==> src/cdm_consts.svh <==
`ifndef CDM_CONSTS_SVH
`define CDM_CONSTS_SVH

// Local special function register addresses
`define CDM_STACK_TOP_PTR_ADDR 8'h81
`define CDM_STORE_CTL_ADDR 8'h8f
`define CDM_STATUS_WORD_ADDR 8'hd0

// Reset values
`define CDM_STACK_TOP_PTR_RESET 8'h07
`define CDM_STORE_CTL_RESET 8'h00
`define CDM_STATUS_WORD_RESET 8'h00
`define CDM_RAM_RESET 8'h00

// Field positions
`define CDM_BANK_SELECT_LOW_BIT 3
`define CDM_BANK_SELECT_HIGH_BIT 4
`define CDM_STORE_WRITE_EN_BIT 0

// Memory layout
`define CDM_RAM_DEPTH 256
`define CDM_BIT_RAM_BASE 8'h20
`define CDM_PROG_TOP_64K 16'hfbff

// Opcodes
`define CDM_NO_OPERATION_OPCODE 8'h00
`define CDM_SPARE_OPCODE 8'ha5

`endif

==> src/cdm_pkg.sv <==
package cdm_pkg;

  typedef enum logic [2:0] {
    ACC_DIRECT,
    ACC_INDIRECT,
    ACC_REGISTER,
    ACC_BIT,
    ACC_PUSH,
    ACC_POP
  } cdm_access_type;

  typedef enum logic [1:0] {
    BR_RELATIVE,
    BR_PAGE,
    BR_LONG
  } cdm_branch_type;

endpackage : cdm_pkg

==> src/cdm_data_memory.sv <==
`timescale 1ns/1ps
`default_nettype none
`include "cdm_consts.svh"

module cdm_data_memory
  import cdm_pkg::*;
(
  input wire logic ref_clk,
  input wire logic rstn,
  input wire logic accReq,
  input wire cdm_access_type accMode,
  input wire logic accWrite,
  input wire logic [7:0] accAddr,
  input wire logic [7:0] accWData,
  input wire logic accWBit,
  output logic accRdValid,
  output logic [7:0] accRdData,
  output logic accRdBit,
  output logic sfrSel,
  output logic sfrWe,
  output logic [7:0] sfrAddr,
  output logic [7:0] sfrWData,
  input wire logic [7:0] sfrRdData,
  output logic [7:0] stackTopPointer,
  output logic [7:0] processorStatusWord,
  output logic [7:0] programStoreWriteControl,
  input wire logic brReq,
  input wire cdm_branch_type brKind,
  input wire logic [15:0] brNextPc,
  input wire logic [15:0] brOperand,
  output logic brValid,
  output logic [15:0] brTarget,
  input wire logic opReq,
  input wire logic [7:0] opCode,
  input wire logic [15:0] opPc,
  output logic opNoOperation,
  output logic [15:0] opNoOperationNextPc,
  input wire logic xdataWrReq,
  input wire logic [15:0] xdataWrAddr,
  input wire logic [7:0] xdataWrData,
  output logic progWrEn,
  output logic xdataWrEn,
  output logic [15:0] memWrAddr,
  output logic [7:0] memWrData
);

  logic [7:0] ram_reg [`CDM_RAM_DEPTH];
  logic [7:0] ram_next [`CDM_RAM_DEPTH];
  logic [7:0] stackPtr_reg;
  logic [7:0] stackPtr_next;
  logic [7:0] statusWord_reg;
  logic [7:0] statusWord_next;
  logic [7:0] storeCtl_reg;
  logic [7:0] storeCtl_next;
  logic rdValid_reg;
  logic rdValid_next;
  logic [7:0] rdData_reg;
  logic [7:0] rdData_next;
  logic rdBit_reg;
  logic rdBit_next;
  logic brValid_reg;
  logic brValid_next;
  logic [15:0] brTarget_reg;
  logic [15:0] brTarget_next;
  logic noOp_reg;
  logic noOp_next;
  logic [15:0] noOpPc_reg;
  logic [15:0] noOpPc_next;
  logic progWrEn_reg;
  logic progWrEn_next;
  logic xdataWrEn_reg;
  logic xdataWrEn_next;
  logic [15:0] wrAddr_reg;
  logic [15:0] wrAddr_next;
  logic [7:0] wrData_reg;
  logic [7:0] wrData_next;

  logic [7:0] tgtAddr;
  logic tgtSfr;
  logic tgtLocal;
  logic [7:0] localValue;
  logic [7:0] oldValue;
  logic [7:0] newValue;
  logic doWrite;
  logic [2:0] bitPos;

  // Working register address in the active bank
  function automatic logic [7:0] bankRegAddr(input logic [7:0] status, input logic [2:0] idx);
    return {3'b000, status[`CDM_BANK_SELECT_HIGH_BIT], status[`CDM_BANK_SELECT_LOW_BIT], idx};
  endfunction : bankRegAddr

  // Byte holding a given bit address
  function automatic logic [7:0] bitByteAddr(input logic [7:0] bitAddr);
    if (bitAddr[7]) begin
      return {bitAddr[7:3], 3'b000};
    end
    return `CDM_BIT_RAM_BASE + {4'h0, bitAddr[6:3]};
  endfunction : bitByteAddr

  function automatic logic isLocalSfr(input logic [7:0] addr);
    return (addr == `CDM_STACK_TOP_PTR_ADDR) || (addr == `CDM_STORE_CTL_ADDR) ||
           (addr == `CDM_STATUS_WORD_ADDR);
  endfunction : isLocalSfr

  function automatic logic opIsNoOperation(input logic [7:0] code);
    return (code == `CDM_NO_OPERATION_OPCODE) || (code == `CDM_SPARE_OPCODE);
  endfunction : opIsNoOperation

  // Target byte decode for the current data access
  always_comb begin
    tgtAddr = 8'h00;
    tgtSfr = 1'b0;
    unique case (accMode)
      ACC_DIRECT: begin
        tgtAddr = accAddr;
        tgtSfr = accAddr[7];
      end
      ACC_INDIRECT: begin
        tgtAddr = ram_reg[bankRegAddr(statusWord_reg, {2'b00, accAddr[0]})];
        tgtSfr = 1'b0;
      end
      ACC_REGISTER: begin
        tgtAddr = bankRegAddr(statusWord_reg, accAddr[2:0]);
        tgtSfr = 1'b0;
      end
      ACC_BIT: begin
        tgtAddr = bitByteAddr(accAddr);
        tgtSfr = accAddr[7];
      end
      ACC_PUSH: begin
        tgtAddr = stackPtr_reg + 8'h01;
        tgtSfr = 1'b0;
      end
      ACC_POP: begin
        tgtAddr = stackPtr_reg;
        tgtSfr = 1'b0;
      end
      default: begin
        tgtAddr = 8'h00;
        tgtSfr = 1'b0;
      end
    endcase
  end

  // Old and new byte values of the target
  always_comb begin
    bitPos = accAddr[2:0];
    tgtLocal = tgtSfr && isLocalSfr(tgtAddr);
    unique case (tgtAddr)
      `CDM_STACK_TOP_PTR_ADDR: localValue = stackPtr_reg;
      `CDM_STORE_CTL_ADDR: localValue = storeCtl_reg;
      `CDM_STATUS_WORD_ADDR: localValue = statusWord_reg;
      default: localValue = 8'h00;
    endcase
    if (tgtSfr) begin
      oldValue = tgtLocal ? localValue : sfrRdData;
    end else begin
      oldValue = ram_reg[tgtAddr];
    end
    newValue = accWData;
    if (accMode == ACC_BIT) begin
      newValue = oldValue;
      newValue[bitPos] = accWBit;
    end
    doWrite = accReq && ((accWrite && (accMode != ACC_POP)) || (accMode == ACC_PUSH));
    sfrSel = accReq && tgtSfr && !tgtLocal;
    sfrAddr = sfrSel ? tgtAddr : 8'h00;
    sfrWe = sfrSel && doWrite;
    sfrWData = sfrWe ? newValue : 8'h00;
  end

  // Next state of storage, pointers and result registers
  always_comb begin
    ram_next = ram_reg;
    stackPtr_next = stackPtr_reg;
    statusWord_next = statusWord_reg;
    storeCtl_next = storeCtl_reg;
    rdValid_next = 1'b0;
    rdData_next = rdData_reg;
    rdBit_next = rdBit_reg;
    brValid_next = brReq;
    brTarget_next = brTarget_reg;
    noOp_next = opReq && opIsNoOperation(opCode);
    noOpPc_next = noOpPc_reg;
    progWrEn_next = 1'b0;
    xdataWrEn_next = 1'b0;
    wrAddr_next = wrAddr_reg;
    wrData_next = wrData_reg;

    if (accReq) begin
      if (!doWrite || (accMode == ACC_BIT)) begin
        rdValid_next = !doWrite;
        rdData_next = oldValue;
        rdBit_next = oldValue[bitPos];
      end
      if (doWrite) begin
        if (tgtLocal) begin
          unique case (tgtAddr)
            `CDM_STACK_TOP_PTR_ADDR: stackPtr_next = newValue;
            `CDM_STORE_CTL_ADDR: storeCtl_next = newValue;
            `CDM_STATUS_WORD_ADDR: statusWord_next = newValue;
            default: storeCtl_next = storeCtl_reg;
          endcase
        end else if (!tgtSfr) begin
          ram_next[tgtAddr] = newValue;
        end
      end
      if (accMode == ACC_PUSH) begin
        stackPtr_next = stackPtr_reg + 8'h01;
      end else if (accMode == ACC_POP) begin
        stackPtr_next = stackPtr_reg - 8'h01;
      end
    end

    if (brReq) begin
      unique case (brKind)
        BR_RELATIVE: brTarget_next = brNextPc + {{8{brOperand[7]}}, brOperand[7:0]};
        BR_PAGE: brTarget_next = {brNextPc[15:11], brOperand[10:0]};
        BR_LONG: brTarget_next = brOperand;
        default: brTarget_next = brNextPc;
      endcase
    end

    if (opReq && opIsNoOperation(opCode)) begin
      noOpPc_next = opPc + 16'h0001;
    end

    if (xdataWrReq) begin
      progWrEn_next = storeCtl_reg[`CDM_STORE_WRITE_EN_BIT];
      xdataWrEn_next = !storeCtl_reg[`CDM_STORE_WRITE_EN_BIT];
      wrAddr_next = xdataWrAddr;
      wrData_next = xdataWrData;
    end
  end

  always_ff @(posedge ref_clk or negedge rstn) begin
    if (!rstn) begin
      for (int i = 0; i < `CDM_RAM_DEPTH; i++) begin
        ram_reg[i] <= `CDM_RAM_RESET;
      end
      stackPtr_reg <= `CDM_STACK_TOP_PTR_RESET;
      statusWord_reg <= `CDM_STATUS_WORD_RESET;
      storeCtl_reg <= `CDM_STORE_CTL_RESET;
      rdValid_reg <= 1'b0;
      rdData_reg <= 8'h00;
      rdBit_reg <= 1'b0;
      brValid_reg <= 1'b0;
      brTarget_reg <= 16'h0000;
      noOp_reg <= 1'b0;
      noOpPc_reg <= 16'h0000;
      progWrEn_reg <= 1'b0;
      xdataWrEn_reg <= 1'b0;
      wrAddr_reg <= 16'h0000;
      wrData_reg <= 8'h00;
    end else begin
      ram_reg <= ram_next;
      stackPtr_reg <= stackPtr_next;
      statusWord_reg <= statusWord_next;
      storeCtl_reg <= storeCtl_next;
      rdValid_reg <= rdValid_next;
      rdData_reg <= rdData_next;
      rdBit_reg <= rdBit_next;
      brValid_reg <= brValid_next;
      brTarget_reg <= brTarget_next;
      noOp_reg <= noOp_next;
      noOpPc_reg <= noOpPc_next;
      progWrEn_reg <= progWrEn_next;
      xdataWrEn_reg <= xdataWrEn_next;
      wrAddr_reg <= wrAddr_next;
      wrData_reg <= wrData_next;
    end
  end

  assign accRdValid = rdValid_reg;
  assign accRdData = rdData_reg;
  assign accRdBit = rdBit_reg;
  assign stackTopPointer = stackPtr_reg;
  assign processorStatusWord = statusWord_reg;
  assign programStoreWriteControl = storeCtl_reg;
  assign brValid = brValid_reg;
  assign brTarget = brTarget_reg;
  assign opNoOperation = noOp_reg;
  assign opNoOperationNextPc = noOpPc_reg;
  assign progWrEn = progWrEn_reg;
  assign xdataWrEn = xdataWrEn_reg;
  assign memWrAddr = wrAddr_reg;
  assign memWrData = wrData_reg;

endmodule : cdm_data_memory
`default_nettype wire

==> config.mk <==
export PLATFORM = sky130hd
export DESIGN_NAME = cdm_data_memory
export DESIGN_NICKNAME = d
export VERILOG_FILES = /design/src/cdm_pkg.sv /design/src/cdm_data_memory.sv
export VERILOG_INCLUDE_DIRS = /design/src /design/src/src
export SDC_FILE = /design/constraint.sdc
export NUM_CORES = 2
export LEC_CHECK = 0
export BUFFER_PORTS_ARGS = -buffer_cell sky130_fd_sc_hd__buf_2
export CORE_AREA = 2 2 538 540
export DETAILED_ROUTE_END_ITERATION = 12
export DIE_AREA = 0 0 540 542
export SLEW_MARGIN = 20
export SYNTH_ARGS = -nofsm -noshare
export SYNTH_HDL_FRONTEND = slang
export SYNTH_SLANG_ARGS = --single-unit
==> constraint.sdc <==
create_clock -name ref_clk -period 9.65 [get_ports ref_clk]
set_input_delay 1.93 -clock ref_clk [delete_from_list [all_inputs] [get_ports ref_clk]]
set_output_delay 1.93 -clock ref_clk [all_outputs]
set_load 0.005 [all_outputs]
==> metrics <==
outcome finished, violations left; failing checks negative setup slack; Via density around 5.6; crit path max fanout 63; Max VDD drop 0.235 mV; Pre-antenna DRT Iters 8; Cell Count, Final, Fillers Out 14.9k; Setup Crit Path Kind input pin to output port; Min Hold Slack roughly 470 ps; Arrival @ worst endpoint 7770 ps; Critical Path RT 7720 ps; clk slew on worst S/H paths 60 ps; die area 293000 um^2; setup violators final 1; Hold Path Depth 2; Worst Reg2Reg Path Length in Cells 17; fin crit share 101%; switching pwr 0.00737 W; max cap viols 0; post-synthesis simple-gate area fraction between 10% and 20%; Seq pwr share 42.1%; most common cell after layout, fill and taps aside nand2_1; Crit path largest cell delay 660 ps; RSZ-0062 raised after global routing no; Synth Area in XOR/XNOR 0.245%; worst hold path endpoint ram_reg[177]$_DFFE_PN0P_; largest net degree at the start of global routing 193; Critical R2R Launch stackTopPointer[1]$_DFFE_PN1P_; global-route wire length before repair 541 mm; leakage power 47.9 nW; post-synthesis cell count 11.1k; critical path's slowest cell nor4b_2; Chip Height approximately 540 um; post-synthesis mux area share 4.45%; Num CTS Buffers roughly 220; share of cells above drive strength 1 9.84%; gpl congestion 0.925; Synth Area in Compound Gates 19.3%; initial core utilization 34.8%; Fin Setup TNS -53.0 ps; Iter 0 DRT Violations 9594; Tmin final about 9700 ps; number of hold violations in the final report 0; Main synth FF type dfrtp_1; drt total wl 365 mm; register area 53600 um^2; Hold Path Class flop to flop; initial antenna violation count 17; Critical path buffers and inverters 9; R2R Setup Slk between 1500 and 2000 ps; Setup crit start kind input pin; most frequent CP cell buf_4; synthesized cell area around 100000 um^2; relative slew slack ~17%; adder-cell share of the synthesized area 0.245%; # nets final 11.0k; GRT overflow 0; largest family of logic cells by synthesized area compound AO/OA/AOI/OAI gates; clock sink count 2142; number of port buffers 228; EDFF count, synth 0; P per Cell Area 207 nW/um^2; Logic pwr share 19.4%; max reg flops approximately 2.0k; overall power between 0.02 and 0.025 W; Internal 0.0159 W; Avg Inst Size Synth approximately 9 um^2; commonest non-fill, non-tap cells in the layout nand2_1, dfrtp_1, o21ai_0; Residual DRC 0; Crit path max-delay family buffers and inverters; CTS H-tree lvls 4; vias in the first global route 78.2k; Max Freq 103 MHz; Worst Clk Skew 47.0 ps; io pins 229; Max Slew Vio Count 0; yosys synthesis warning count 0; vias 83.6k; post-DP HPWL 232 mm; final setup margin -53.0 ps; cell count after placement ~14k; min-delay src ram_reg[177]$_DFFE_PN0P_; fillcell total a little under 30k; CTS max path bufs 3; multi-input logic area approximately 42000 um^2; Clock Latency Late Sink 910 ps; Clk pwr share approximately two fifths; asr flop ratio synth 100%; actual slew at the worst max-slew pin 1240 ps; syn nets 11.2k; row cnt 197; Seq cells post-synth 2142; CTS tree built; GR Util All Layers 24.4%; CP endpoint kind output port; Die Width 540 um; synth unique cells 106; Crit Reg-Reg Endpoint ram_reg[23]$_DFFE_PN0P_; sequential share of the synthesized area 53.6%; Detail Route Antenna Nets 0; core area about 290000 um^2; critical path, cell by cell buf_2 -> and4bb_4 -> a222oi_1 -> and2_4 -> buf_12 -> buf_4 -> a211oi_1 -> o41ai_2 -> buf_4 -> o311ai_1 -> nor4b_2 -> buf_4 -> a31oi_1 -> buf_4 -> a21oi_4 -> buf_12 -> nor2_2 -> buf_4 -> buf_2; routed len/inst 24.6 um; synthesis-to-finish area growth 12.4%; switching part of the total power 31.7%; Root Driver clkbuf_16
[through the flow]
step	util (%)	setup slack [ps]	instance area (um^2)
6_report	39.2	-53.0	112000
5_1_grt	39.1	20.1	112000
4_1_cts	39.1	32.7	112000
3_5_place_dp	36.5	-298	105000
3_3_place_gp	36.5	-354	105000
2_1_floorplan	-	2400	100000
[power groups by stage]
| stage | registers [W] | logic (W) | clock network (W) |
|---|---|---|---|
| 2_1_floorplan | 0.00983 | 0.00244 | 0 |
| 3_3_place_gp | 0.00993 | 0.00438 | 0 |
| 3_5_place_dp | 0.00994 | 0.00440 | 0 |
| 4_1_cts | 0.00978 | 0.00441 | 0.00905 |
| 5_1_grt | 0.00984 | 0.00473 | 0.00939 |
| 6_report | 0.00979 | 0.00452 | 0.00894 |
[per-layer routing]
| layer | vias to the layer above | routed length (um) | global-route usage, % |
|---|---|---|---|
| li1 | 38000 | - | - |
| met2 | 3773 | 157000 | 36.0 |
| met4 | 22 | 18800 | 11.5 |
| met1 | 41000 | 156000 | 34.0 |
| met5 | - | 231 | 0.247 |
| met3 | 835 | 33700 | 5.28 |
[cell families (layout without fill, tap and decap cells)]
family                     Yosys count  in the layout
other                                0             11
xor gates and xnor gates            28             28
and+or+nand+nor                   4193           4193
DFF                               2142           2142
muxes                              416            416
AOI/OAI and AO/OA                 3281           3281
buffers and inverters              995            987
adders and majority gates           19             19
[cells in the mapped netlist, types with 14 or more instances]
master	n	area [um^2]
a21oi_1	257	1290
buf_4	88	661
a32oi_1	95	832
ha_1	18	225
a31oi_1	111	694
xnor2_1	15	131
o31a_1	30	263
and2_1	112	701
a221o_1	26	260
a221oi_1	123	1080
a311oi_1	55	482
o31ai_1	48	360
nor2_1	138	518
and3_1	23	144
clkbuf_2	35	175
a211oi_1	123	923
buf_2	288	1440
mux4_2	17	383
buf_6	54	608
a22oi_1	80	601
o2111ai_1	14	123
nor3_1	21	105
a22o_1	20	175
o21ai_0	1898	9500
nand2_1	3448	12900
mux2_2	44	495
nor4_1	16	100
nand4_1	71	444
inv_1	24	90.1
o211ai_1	22	165
dfrtp_1	2139	53500
clkbuf_1	467	1750
o21ai_1	228	1140
buf_1	27	101
o22ai_1	14	87.6
nand3_1	279	1400
mux2i_1	354	3540
[worst min-delay path: cells and delay by family, from the launching register on]
| family | cells | cell delay, ps |
|---|---|---|
| flops | 1 | 330 |
| simple gates | 1 | 40 |
| compound gates | 1 | 60 |
[final cells by class]
class,instances,area share [%]
Clock buffer,350,6.03
Antenna cell,11,0.0245
Timing Repair Buffer,554,3.93
Clock inverter,58,0.708
Tap cell,3781,4.21
Inverter,25,0.0835
Multi-Input combinational cell,7937,37.3
Sequential cell,2142,47.7
[worst max-delay path by stage]
stage               start     endpoint  slack, ps  cells past startpoint
3_5_place_dp   accAddr[0]  sfrWData[6]       -300                     20
2_1_floorplan  accAddr[0]  sfrWData[1]       2400                     19
5_1_grt        accMode[2]  sfrWData[6]         20                     19
3_3_place_gp   accAddr[0]  sfrWData[6]       -350                     20
6_report       accMode[2]  sfrWData[6]        -50                     19
4_1_cts        accAddr[0]  sfrWData[2]         30                     17
[what timing repair did]
item,4_1_cts,5_1_grt
hold buffers,0,0
gates resized for setup,2,5
endpoints found under the setup margin,3,5
setup buffers,1,0
pin swaps,1,0
Power figures use the tool's default switching activity.
